File: config.mk
export PLATFORM = sky130hd
export DESIGN_NAME = scb_command_pins
export DESIGN_NICKNAME = d
export VERILOG_FILES = /design/src/core/scb_pkg.sv /design/src/core/scb_bank_if.sv /design/src/core/scb_bank_table.sv /design/src/core/scb_command_pins.sv
export SDC_FILE = /design/constraint.sdc
export NUM_CORES = 1
export LEC_CHECK = 0
export ABC_CLOCK_PERIOD_IN_PS = 9700
export BUFFER_PORTS_ARGS = -buffer_cell sky130_fd_sc_hd__buf_2
export CAP_MARGIN = 5
export CORE_MARGIN = 2
export CORE_UTILIZATION = 40
export DETAILED_ROUTE_END_ITERATION = 8
export REMOVE_ABC_BUFFERS = 1
export SLEW_MARGIN = 20
export SYNTH_ARGS = -nofsm -noshare
export SYNTH_HDL_FRONTEND = slang
export SYNTH_SLANG_ARGS = --single-unit
File: constraint.sdc
create_clock -name i_clk -period 9.7 [get_ports i_clk]
set_input_delay 0.97 -clock i_clk [delete_from_list [all_inputs] [get_ports i_clk]]
set_output_delay 0.97 -clock i_clk [all_outputs]
set_load 0.05 [all_outputs]
File: src/core/scb_pkg.sv
// Constants, types and helpers for the SDRAM command pin block
package scb_pkg;
    localparam int ADDR_W          = 12;
    localparam int DATA_W          = 16;
    localparam int COL_W           = 8;
    localparam int BANK_W          = 2;
    localparam int BANKS           = 4;
    localparam int LEN_W           = 9;
    localparam int READ_STAGES     = 2;
    localparam int SCOPE_BIT       = 10;
    localparam int MODE_LEN_LSB    = 0;
    localparam int MODE_TYPE_BIT   = 3;
    localparam int MODE_LAT_LSB    = 4;
    localparam int MODE_SINGLE_BIT = 9;

    localparam logic [11:0] MODE_RESET = 12'h030;
    localparam logic [2:0]  LAT_TWO    = 3'h2;
    localparam logic [8:0]  LEN_ONE    = 9'h001;
    localparam logic [8:0]  LEN_FULL   = 9'h100;

    // Strobe codes, row/column/write, all active low
    localparam logic [2:0] CMD_LOAD_MODE  = 3'h0;
    localparam logic [2:0] CMD_REFRESH    = 3'h1;
    localparam logic [2:0] CMD_PRECHARGE  = 3'h2;
    localparam logic [2:0] CMD_ACTIVATE   = 3'h3;
    localparam logic [2:0] CMD_WRITE      = 3'h4;
    localparam logic [2:0] CMD_READ       = 3'h5;
    localparam logic [2:0] CMD_BURST_STOP = 3'h6;

    typedef enum logic [3:0] {
        ST_RUN          = 4'h1,
        ST_POWER_DOWN   = 4'h2,
        ST_SUSPEND      = 4'h4,
        ST_SELF_REFRESH = 4'h8
    } scb_state_type;

    typedef struct packed {
        logic              select_n;
        logic              row_n;
        logic              col_n;
        logic              write_n;
        logic [ADDR_W-1:0] address;
        logic              bank_high;
        logic              bank_low;
        logic              high_mask;
        logic              low_mask;
        logic [DATA_W-1:0] data;
    } scb_pins_type;

    localparam scb_pins_type PINS_IDLE = scb_pins_type'({4'hF, 32'h0});

    function automatic logic [8:0] scb_burst_len(input logic [2:0] code);
        case (code)
            3'h0:    return LEN_ONE;
            3'h1:    return 9'h002;
            3'h2:    return 9'h004;
            3'h3:    return 9'h008;
            3'h7:    return LEN_FULL;
            default: return LEN_ONE;
        endcase
    endfunction
endpackage

File: src/core/scb_bank_if.sv
// Bank open/close requests and per-bank row state
interface scb_bank_if;
    logic        activate;
    logic        precharge;
    logic        all_banks;
    logic [1:0]  bank;
    logic [11:0] row;
    logic        auto_precharge;
    logic [1:0]  auto_bank;
    logic [3:0]  active;
    logic [11:0] open_row [4];

    modport cmd_side (output activate, precharge, all_banks, bank, row,
                      output auto_precharge, auto_bank,
                      input active, open_row);
    modport bank_side (input activate, precharge, all_banks, bank, row,
                       input auto_precharge, auto_bank,
                       output active, open_row);
endinterface

File: src/core/scb_bank_table.sv
// Per-bank open flag and open row
module scb_bank_table (
    input wire logic   i_clk,
    input wire logic   i_reset,
    scb_bank_if.bank_side bus
);
    genvar g;
    generate
        for (g = 0; g < scb_pkg::BANKS; g++) begin : g_bank
            logic        open_q;
            logic [11:0] row_q;
            wire hit   = bus.bank == 2'(g);
            wire close = (bus.precharge & (bus.all_banks | hit))
                       | (bus.auto_precharge & (bus.auto_bank == 2'(g)));
            always_ff @(posedge i_clk) begin
                if (i_reset) begin
                    open_q <= 1'b0;
                    row_q  <= 12'h000;
                end else if (bus.activate && hit) begin
                    open_q <= 1'b1;
                    row_q  <= bus.row;
                end else if (close) begin
                    open_q <= 1'b0;
                end
            end
            assign bus.active[g]   = open_q;
            assign bus.open_row[g] = row_q;
        end
    endgenerate
endmodule // scb_bank_table

File: src/core/scb_command_pins.sv
// SDRAM command, address and byte-mask pin logic
module scb_command_pins (
    input  wire logic        i_clk,
    input  wire logic        i_reset,
    input  wire logic        i_clock_gate,
    input  wire logic        i_select_n,
    input  wire logic        i_row_strobe_n,
    input  wire logic        i_col_strobe_n,
    input  wire logic        i_write_strobe_n,
    input  wire logic [11:0] i_address_bus,
    input  wire logic        i_bank_select_low,
    input  wire logic        i_bank_select_high,
    input  wire logic        i_low_byte_mask,
    input  wire logic        i_high_byte_mask,
    input  wire logic [15:0] i_data_lines,
    output logic      [15:0] o_data_lines,
    output logic      [15:0] o_data_lines_oe,
    input  wire logic [15:0] i_array_read_data,
    output logic             o_array_read,
    output logic             o_array_write,
    output logic      [1:0]  o_array_bank,
    output logic      [11:0] o_array_row,
    output logic      [7:0]  o_array_column,
    output logic      [15:0] o_array_write_data,
    output logic      [1:0]  o_array_byte_enable,
    output logic      [11:0] o_mode_register,
    output logic      [3:0]  o_power_state,
    output logic             o_refresh,
    output logic      [3:0]  o_bank_active
);
    scb_bank_if bank_bus ();

    scb_bank_table u_banks (
        .i_clk   (i_clk),
        .i_reset (i_reset),
        .bus     (bank_bus)
    );

    scb_pkg::scb_pins_type  pins_now;
    scb_pkg::scb_pins_type  pins_mid;
    scb_pkg::scb_pins_type  pins_q;
    scb_pkg::scb_state_type state;
    scb_pkg::scb_state_type next_state;
    logic        gate_meta;
    logic        gate_sync;
    logic [11:0] mode;
    logic        burst_on;
    logic        burst_write;
    logic        burst_auto;
    logic [1:0]  burst_bank;
    logic [7:0]  burst_start;
    logic [8:0]  burst_count;
    logic [8:0]  burst_len;
    logic [1:0]  mask_d1;
    logic [1:0]  rd_valid;
    logic [1:0][15:0] rd_data;

    assign pins_now = {i_select_n, i_row_strobe_n, i_col_strobe_n,
                       i_write_strobe_n, i_address_bus, i_bank_select_high,
                       i_bank_select_low, i_high_byte_mask, i_low_byte_mask,
                       i_data_lines};

    // Pins take a second stage so they stay aligned with the gate
    always_ff @(posedge i_clk) begin
        if (i_reset) begin
            gate_meta <= 1'b0;
            gate_sync <= 1'b0;
            pins_mid  <= scb_pkg::PINS_IDLE;
            pins_q    <= scb_pkg::PINS_IDLE;
        end else begin
            gate_meta <= i_clock_gate;
            gate_sync <= gate_meta;
            pins_mid  <= pins_now;
            pins_q    <= pins_mid;
        end
    end

    // Command decode
    wire       edge_valid = gate_sync;
    wire [2:0] cmd  = {pins_q.row_n, pins_q.col_n, pins_q.write_n};
    wire       take = edge_valid & ~pins_q.select_n;
    wire [1:0] bank = {pins_q.bank_high, pins_q.bank_low};
    wire       scope  = pins_q.address[scb_pkg::SCOPE_BIT];
    wire       is_lmr = take & (cmd == scb_pkg::CMD_LOAD_MODE);
    wire       is_ref = take & (cmd == scb_pkg::CMD_REFRESH);
    wire       is_pre = take & (cmd == scb_pkg::CMD_PRECHARGE);
    wire       is_act = take & (cmd == scb_pkg::CMD_ACTIVATE);
    wire       is_wr  = take & (cmd == scb_pkg::CMD_WRITE);
    wire       is_rd  = take & (cmd == scb_pkg::CMD_READ);
    wire       is_bst = take & (cmd == scb_pkg::CMD_BURST_STOP);
    // Access to an idle bank is dropped
    wire       start_cmd = (is_rd | is_wr) & bank_bus.active[bank];
    wire       stop_cmd  = is_bst
                         | (is_pre & (scope | bank == burst_bank));

    // Burst beat selection
    wire       single  = mode[scb_pkg::MODE_SINGLE_BIT];
    wire [8:0] mode_len = scb_pkg::scb_burst_len(
                              mode[scb_pkg::MODE_LEN_LSB +: 3]);
    wire [8:0] cmd_len  = (is_wr & single) ? scb_pkg::LEN_ONE : mode_len;
    wire       beat = start_cmd | (burst_on & edge_valid & ~stop_cmd);
    wire [8:0] beat_index = start_cmd ? 9'h000 : burst_count;
    wire [8:0] beat_len   = start_cmd ? cmd_len : burst_len;
    wire [7:0] beat_start = start_cmd ? pins_q.address[7:0]
                                      : burst_start;
    wire       beat_write = start_cmd ? is_wr : burst_write;
    wire       beat_auto  = start_cmd ? scope : burst_auto;
    wire [1:0] beat_bank  = start_cmd ? bank : burst_bank;
    wire [8:0] len_less   = beat_len - 9'h001;
    wire [7:0] wrap_mask  = len_less[7:0];
    wire [7:0] step = mode[scb_pkg::MODE_TYPE_BIT]
                    ? (beat_start ^ beat_index[7:0])
                    : (beat_start + beat_index[7:0]);
    wire [7:0] beat_col = (beat_start & ~wrap_mask) | (step & wrap_mask);
    // Full page keeps wrapping until stopped
    wire       beat_last = (beat_index + 9'h001 == beat_len)
                         & (beat_len != scb_pkg::LEN_FULL);

    // Bank table requests
    assign bank_bus.activate       = is_act;
    assign bank_bus.precharge      = is_pre;
    assign bank_bus.all_banks      = scope;
    assign bank_bus.bank           = bank;
    assign bank_bus.row            = pins_q.address;
    assign bank_bus.auto_precharge = beat & beat_last & beat_auto;
    assign bank_bus.auto_bank      = beat_bank;

    always_ff @(posedge i_clk) begin
        if (i_reset) begin
            mode <= scb_pkg::MODE_RESET;
        end else if (is_lmr) begin
            mode <= pins_q.address;
        end
    end

    always_ff @(posedge i_clk) begin
        if (i_reset) begin
            burst_on <= 1'b0;
        end else if (beat) begin
            burst_on <= ~beat_last;
        end else if (stop_cmd) begin
            burst_on <= 1'b0;
        end
    end

    always_ff @(posedge i_clk) begin
        if (i_reset) begin
            burst_write <= 1'b0;
            burst_auto  <= 1'b0;
            burst_bank  <= 2'h0;
            burst_start <= 8'h00;
            burst_count <= 9'h000;
            burst_len   <= scb_pkg::LEN_ONE;
        end else if (beat) begin
            burst_write <= beat_write;
            burst_auto  <= beat_auto;
            burst_bank  <= beat_bank;
            burst_start <= beat_start;
            burst_count <= beat_index + 9'h001;
            burst_len   <= beat_len;
        end
    end

    // Array port, one beat per valid edge
    always_ff @(posedge i_clk) begin
        if (i_reset) begin
            o_array_read        <= 1'b0;
            o_array_write       <= 1'b0;
            o_array_bank        <= 2'h0;
            o_array_row         <= 12'h000;
            o_array_column      <= 8'h00;
            o_array_write_data  <= 16'h0000;
            o_array_byte_enable <= 2'h0;
        end else begin
            o_array_read        <= beat & ~beat_write;
            o_array_write       <= beat & beat_write;
            o_array_bank        <= beat_bank;
            o_array_row         <= bank_bus.open_row[beat_bank];
            o_array_column      <= beat_col;
            o_array_write_data  <= pins_q.data;
            o_array_byte_enable <= ~{pins_q.high_mask,
                                     pins_q.low_mask};
        end
    end

    // Read return: in-flight data drains even while the clock is gated
    wire        lat_two   = mode[scb_pkg::MODE_LAT_LSB +: 3] ==
                            scb_pkg::LAT_TWO;
    wire        out_valid = lat_two ? rd_valid[0] : rd_valid[1];
    wire [15:0] out_data  = lat_two ? rd_data[0] : rd_data[1];
    wire [1:0]  lane_on   = {2{out_valid}} & ~mask_d1;

    always_ff @(posedge i_clk) begin
        if (i_reset) begin
            rd_valid <= 2'h0;
            rd_data  <= '0;
            mask_d1  <= 2'h3;
        end else begin
            rd_valid <= {rd_valid[0], o_array_read};
            rd_data  <= {rd_data[0], i_array_read_data};
            if (edge_valid) begin
                mask_d1 <= {pins_q.high_mask, pins_q.low_mask};
            end
        end
    end

    always_ff @(posedge i_clk) begin
        if (i_reset) begin
            o_data_lines    <= 16'h0000;
            o_data_lines_oe <= 16'h0000;
        end else begin
            o_data_lines    <= out_data;
            o_data_lines_oe <= {{8{lane_on[1]}}, {8{lane_on[0]}}};
        end
    end

    // Low-power state from the activity at the gated edge
    wire self_entry = ~pins_q.select_n & (cmd == scb_pkg::CMD_REFRESH);
    wire busy       = burst_on | (|rd_valid);
    scb_pkg::scb_state_type sleep_kind;
    assign sleep_kind = self_entry ? scb_pkg::ST_SELF_REFRESH
                      : busy       ? scb_pkg::ST_SUSPEND
                                   : scb_pkg::ST_POWER_DOWN;

    always_comb begin
        next_state = state;
        case (state)
            scb_pkg::ST_RUN: begin
                if (!edge_valid) next_state = sleep_kind;
            end
            scb_pkg::ST_POWER_DOWN,
            scb_pkg::ST_SUSPEND,
            scb_pkg::ST_SELF_REFRESH: begin
                if (edge_valid) next_state = scb_pkg::ST_RUN;
            end
            default: next_state = scb_pkg::ST_RUN;
        endcase
    end

    always_ff @(posedge i_clk) begin
        if (i_reset) begin
            state     <= scb_pkg::ST_RUN;
            o_refresh <= 1'b0;
        end else begin
            state     <= next_state;
            o_refresh <= is_ref;
        end
    end

    assign o_mode_register = mode;
    assign o_power_state   = state;
    assign o_bank_active   = bank_bus.active;
endmodule // scb_command_pins

==> results of run 1 <==
report_power, final:
group          leakage, nW  internal, W  switching (W)
sequential            2.20      0.00114      0.0000143
combinational         2.43    0.0000300      0.0000482
clock                0.473     0.000682       0.000430
per-stage QoR:
stage	area (µm²)	utilization, %	total power [W]
6_report	11900	48.5	0.00234
5_1_grt	11900	48.4	0.00243
2_1_floorplan	9640	-	0.00121
3_5_place_dp	10900	44.4	0.00125
3_3_place_gp	10900	44.4	0.00125
4_1_cts	11800	48.4	0.00237
sequential cells by signal, summed over array words and instances (netlist names), 3 cells and up:
register / count
burst_len: 9
bank_bus.row: 12
u_banks.g_bank.open_q: 4
o_power_state: 4
cmd: 3
pins_mid: 36
o_data_lines: 16
burst_start: 8
o_array_write_data: 16
u_banks.g_bank.row_q: 48
o_array_column: 8
o_array_row: 12
burst_count: 9
rd_data: 32
pins_q: 19
o_mode_register: 12
kinds of logic (layout without fill, tap and decap cells):
kind of cell,after synthesis,in the layout
AO/OA/AOI/OAI,114,114
XOR/XNOR,30,30
adder cells (fa/ha/maj),12,12
buffers and inverters,92,222
flip-flops,270,270
multiplexers,69,69
other,0,1
AND/OR/NAND/NOR,419,419
final cells by class:
class	instances	share of cell area (%)
multi-input combinational	644	35.4
antenna	1	0.0211
clock inverter	11	1.45
inverter	15	0.475
tap	324	3.42
clock buffer	39	6.77
timing repair buffer	157	6.87
sequential	270	45.6
layer usage:
metal  wire length (µm)  global-route usage, %  up-vias
li1                   -                      -     3540
met1               9510                   20.7     3245
met2               9550                   26.2      182
met3               1660                   4.83       36
met4                394                   4.22        2
met5                 13                      0        -
how the worst max path moves through the flow:
stage	end	cells past startpoint	slack, ns	start
global placement	u_banks.g_bank[3].open_q	11	5.57	bank[1]
floorplan	o_array_column[6]	12	5.88	u_banks.g_bank[2].open_q
detailed placement	u_banks.g_bank[3].open_q	11	5.53	bank[1]
global route	u_banks.g_bank[3].open_q	11	5.14	bank[1]
CTS	u_banks.g_bank[3].open_q	11	5.45	bank[1]
finish	u_banks.g_bank[3].open_q	11	5.43	bank[1]
synth_stat cells, types with 4 or more instances:
cell type	n
a31oi_1	5
buf_2	8
mux2i_1	53
xor2_1	12
nor2b_1	147
a211oi_1	9
nand2_1	89
clkbuf_1	45
inv_1	15
a21oi_1	58
a211o_1	4
buf_4	19
nor3b_1	4
xnor2_1	18
nand4_1	6
nor2_1	100
o21ai_0	10
nand3_1	12
or2_2	8
mux4_2	13
dfxtp_1	270
nor3_1	15
nand2b_1	4
ha_1	9
nor4_1	4
and2_1	12
==> impl_metrics.tcl, run 1 <==
set metrics [dict create \
    cpLargestDelayFamily "simple AND/OR/NAND/NOR gates" \
    period_share_pct 44.0 \
    crit_type "register to register" \
    drt_iter0_markers 337 \
    clock-sinks 270 \
    status "finished, final reports clean" \
    slowest_stage "mux4_2" \
    die_x_um 162 \
    synthMuxAreaShare_pct 8.66 \
    post-route-drc-count 0 \
    dp_slack_ns 5.53 \
    maxSlewViolCount 0 \
    register_area_um2 5410 \
    htreeDepth 1 \
    detail_route.wl_per_cell_um 14.5 \
    cts_tree "built" \
    synth-simple-area-share_pct 21.5 \
    drv_cap 0 \
    die_area_um2 26300 \
    multi_input_area_um2 4200 \
    nets 1181 \
    cts_resized 0 \
    yosys_warnings 0 \
    tightest_slew_ns 0.964 \
    reg2reg_depth 11 \
    rr_endpoint "u_banks.g_bank[3].open_q" \
    synth_top_area_share_pct 53.9 \
    drive_above_1_share_pct 21.3 \
    whs_ns 0.404 \
    holdPathStages 1 \
    critPathArrivalTime_ns 4.65 \
    final_cell_mix "dfxtp_1 (270), buf_2 (148), nor2b_1 (147)" \
    cp-start-kind "register" \
    worstPathMaxFanout 36 \
    tns_ns 0 \
    antenna_found_initial 1 \
    grt_setup_unrepaired "false" \
    dp_hpwl_mm 13.7 \
    nFillCells 2287 \
    hold_path_end "o_data_lines_oe[7]" \
    instances_no_fill 1461 \
    grt_use_total_pct 16.0 \
    max-slew-margin-rel_pct 35.6 \
    ys.flop_type "dfxtp_1" \
    syn_to_final_growth_pct 18.2 \
    leakage_nw 5.10 \
    ys_ff_latch 270 \
    gr-total-overflow 0 \
    hold_viol 0 \
    grt_max_degree 107 \
    grt_pass1_wl_mm 34.5 \
    io_pins 150 \
    path_cells "mux4_2 -> nand2_2 -> and2_1 -> ha_1 -> nand3_1 -> o31a_1 -> o21ai_0 -> mux2i_4 -> or4_4 -> nor3_1 -> o22ai_1" \
    ys_seq_area_share_pct 53.9 \
    worst_slack_ns 5.43 \
    cts_buffers 28 \
    cp.required_ns 10.08 \
    synth-adder-area-share_pct 1.52 \
    period_needed_ns 4.27 \
    r2r-start "bank[1]" \
    vias 7005 \
    path_buf_inv 0 \
    post_cts.repair.setup_buffers 0 \
    yosysTopAreaCell "dfxtp_1" \
    start_util_pct 41.0 \
    cpPeakStageDelay_ns 0.63 \
    drt-vias-per-instance 4.79 \
    antenna_left 0 \
    chipHeight_um 162 \
    synth_top_family_by_area "simple AND/OR/NAND/NOR gates" \
    cp-end-kind "register" \
    vdd_drop_max_v 0.000131 \
    grt_pass1_vias 6791 \
    num_rows 57 \
    core_area_um2 24500 \
    r2r_setup_slack_ns 5.43 \
    hp-start "mask_d1[0]" \
    place_congestion 0.856 \
    wl_mm 21.1 \
    final_common_cell "dfxtp_1" \
    postCtsHoldBufs 0 \
    dr.pass1.iters 5 \
    insertion_delay_ns 0.53 \
    powerDensity_nw_per_um2 197 \
    ctsLongestPathBuffers 3 \
    skew_ns 0.00647 \
    synthesis.area_um2 10000 \
    yosysUniqueCellTypes 67 \
    synth_area_leaders "dfxtp_1 (54%), nor2b_1 (9.2%), mux2i_1 (5.3%)" \
    synth_cells 1006 \
    cts_root_buf "clkbuf_16" \
    synth_xor_area_share_pct 2.62 \
    max_freq_ghz 0.234 \
    io_buffers 149 \
    synth_area_per_cell_um2 9.97 \
    synthArstFlopShare_pct 0 \
    hp-class "register to register" \
    setup_viol_count_final 0 \
    clkTransAtPathRegs_ns 0.06 \
    synth_edf_count 0 \
    synth_compound_area_share_pct 7.40 \
    placed_cells 1410 \
]
No activity file was read; power rests on OpenSTA's default activity.
==> run 2, diff against run 1 <==
Settings changed: ABC_AREA set to 1, ABC_CLOCK_PERIOD_IN_PS 9700 to 3630.
Clock period 9.7 ns to 3.63 ns, I/O delays scaled along.
==> run 2 against run 1 <==
Compared with the run above:
- synthesized cell count is 25% higher
- die area decreased by 0.27%
- sequential power rose to 2.7 times the previous value
- first-iteration DRC count grew 53%
- critical path depth rose by 12
- largest cell class unchanged
==> impl_metrics.tcl, run 2 <==
set metrics [dict create \
    post_cts.repair.setup_buffers 0 \
    yosysTopAreaCell "dfxtp_1" \
    power_w 0.00647 \
    drv_cap 0 \
    synthArstFlopShare_pct 0 \
    detail_route.wl_per_cell_um 12.6 \
    synth_common_cells "dfxtp_1 (270), inv_1 (237), nor2_1 (186)" \
    dp_hpwl_mm 14.2 \
    num_rows 57 \
    path_cells "inv_2 -> nand2_1 -> nand2_1 -> nand2_1 -> nand2_2 -> nand2_4 -> inv_1 -> or2_2 -> o21ai_0 -> inv_1 -> ha_1 -> a21oi_1 -> inv_1 -> a31oi_1 -> nand2_1 -> nand3_1 -> nand2_1 -> nand4_1 -> nand3_1 -> nand3_1 -> o21ai_1 -> o21ai_1 -> inv_1" \
    cts_resized 0 \
    largest_register "u_banks.g_bank.row_q" \
    max-slew-margin-rel_pct 48.6 \
    clock-sinks 270 \
    setup_viol_count_final 0 \
    synth_cells 1253 \
    skew_ns 0.00939 \
    postCtsHoldBufs 14 \
    cp.required_ns 4.07 \
    synth_area_per_cell_um2 7.98 \
    place_congestion 0.800 \
    cpPeakStageDelay_ns 0.43 \
    period_needed_ns 3.17 \
    drt-vias-per-instance 4.54 \
    die_x_um 162 \
    cpLargestDelayFamily "simple AND/OR/NAND/NOR gates" \
    htreeDepth 1 \
    hp-class "input pin to register" \
    slowest_stage "dfxtp_1" \
    grt_max_degree 167 \
    drt_iter0_markers 514 \
    chipHeight_um 162 \
    worstPathMaxFanout 24 \
    antenna_found_initial 1 \
    ys_ff_latch 270 \
    die_area_um2 26300 \
    vdd_drop_max_v 0.000348 \
    critPathArrivalTime_ns 3.61 \
    cts_buffers 29 \
    final_cell_mix "dfxtp_1 (270), inv_1 (237), nor2_1 (186)" \
    yosysMostFrequentCell "dfxtp_1" \
    grt_use_total_pct 16.6 \
    nets 1453 \
    syn_to_final_growth_pct 20.2 \
    synth_edf_count 0 \
    synth_xor_area_share_pct 0.876 \
    maxSlewViolCount 0 \
    antenna_left 0 \
    whs_ns 0.0169 \
    wl_mm 21.8 \
    dr.pass1.iters 5 \
    yosys_warnings 0 \
    ys_seq_area_share_pct 54.1 \
    gr-total-overflow 0 \
    reg_top3 "u_banks.g_bank.row_q x48, pins_mid x36, rd_data x32" \
    yosysUniqueCellTypes 43 \
    synth_area_leaders "dfxtp_1 (54%), inv_1 (8.9%), nor2_1 (7.0%)" \
    io_buffers 149 \
    synthMuxAreaShare_pct 0 \
    grt_setup_unrepaired "false" \
    cp-start-kind "register" \
    largest_register_ffs 48 \
    status "finished, final reports clean" \
    path_buf_inv 5 \
    synth_compound_area_share_pct 13.5 \
    synth_top_area_share_pct 54.1 \
    cpMostUsedCell "nand2_1" \
    max_freq_ghz 0.315 \
    ys.flop_type "dfxtp_1" \
    cts_root_buf "clkbuf_16" \
    leakage_nw 5.83 \
    synthesis.area_um2 10000 \
    crit_type "register to register" \
    clkTransAtPathRegs_ns 0.06 \
    antenna_cells 0 \
    vias 7880 \
    insertion_delay_ns 0.54 \
    drive_above_1_share_pct 18.4 \
    start_util_pct 40.9 \
    core_area_um2 24500 \
    powerDensity_nw_per_um2 538 \
    synth_top_family_by_area "simple AND/OR/NAND/NOR gates" \
    hold_viol 0 \
    grt_pass1_vias 7434 \
    tightest_slew_ns 0.769 \
    cts_tree "built" \
    final_common_cell "dfxtp_1" \
    grt_pass1_wl_mm 36.1 \
    synth-adder-area-share_pct 1.33 \
    io_pins 150 \
    cp-end-kind "register" \
    post-route-drc-count 0 \
    synth-simple-area-share_pct 17.4 \
    period_share_pct 87.4 \
    tns_ns 0 \
    ctsLongestPathBuffers 3 \
]
-- run 2: cell types whose count changed after synthesis, moves of 17 or more --
cell,previous run,this run
inv_1,15,237
nor2b_1,147,0
o21ai_0,10,100
nor2_1,100,186
mux2i_1,53,0
a21oi_1,58,98
nand3_1,12,46
a22oi_1,1,24
nand2_1,89,112
xnor2_1,18,1
-- run 2: final timing paths --
| check | startpoint | to | slack [ns] | cells past startpoint |
|---|---|---|---|---|
| worst min-delay path | i_bank_select_low | pins_mid[18] | 0.02 | 3 |
| worst max-delay path | bank[0] | o_array_column[7] | 0.46 | 23 |
| worst min register to register | pins_mid[11] | pins_q[11] | 0.40 | 2 |
| worst max register to register | bank[0] | o_array_column[7] | 0.46 | 23 |
-- run 2: final cells by class --
| class | count | area (µm²) |
|---|---|---|
| inverters | 242 | 910 |
| flip-flops and latches | 270 | 5410 |
| fillers | 2408 | 12400 |
| multi-input cells | 671 | 3320 |
| repair buffers | 174 | 983 |
| well taps | 324 | 405 |
| clock inverters | 19 | 214 |
| clock buffers | 35 | 788 |
-- run 2: cells by family (layout without fill, tap and decap cells) --
group,Yosys count,count (layout)
AO/OA/AOI/OAI,249,249
XOR/XNOR,10,10
adder cells (fa/ha/maj),10,10
buffers and inverters,312,470
flip-flops,270,270
AND/OR/NAND/NOR,402,402
-- run 2: worst register-to-register path, stage by stage (launching register included) --
cell and delay [ns]:
dfxtp_1 0.43, inv_2 0.09, nand2_1 0.07, nand2_1 0.05
nand2_1 0.07, nand2_2 0.07, nand2_4 0.21, inv_1 0.11
or2_2 0.28, o21ai_0 0.15, inv_1 0.08, ha_1 0.36
a21oi_1 0.14, inv_1 0.05, a31oi_1 0.21, nand2_1 0.08
nand3_1 0.06, nand2_1 0.07, nand4_1 0.09, nand3_1 0.07
nand3_1 0.10, o21ai_1 0.07, o21ai_1 0.10, inv_1 0.05
-- run 2: report_power, final --
part | switching, W | leakage (nW) | internal (W)
combinational | 0.000244 | 3.13 | 0.000109
clock | 0.00120 | 0.493 | 0.00183
sequential | 0.0000407 | 2.20 | 0.00305
total | 0.00148 | 5.83 | 0.00499
-- run 2: metal layers --
| metal | global-route usage (%) | vias up | share of wire, % |
|---|---|---|---|
| li1 | - | 4130 | - |
| met1 | 21.6 | 3556 | 46 |
| met2 | 28.2 | 154 | 46 |
| met3 | 3.40 | 40 | 5.4 |
| met4 | 4.51 | 0 | 2.3 |
| met5 | 0 | - | 0 |
-- run 2: metrics by stage --
step | cell area, µm² | setup WS (ns) | utilization [%] | std cells
finish | 12000 | 0.458 | 49.1 | 1735
global route | 12000 | 0.0478 | 49.1 | 1735
CTS | 12000 | 0.463 | 49.1 | 1735
detailed placement | 10900 | 0.466 | 44.5 | 1667
global placement | 10900 | 0.571 | 44.5 | 1667
floorplan | 9620 | 0.425 | - | 1183
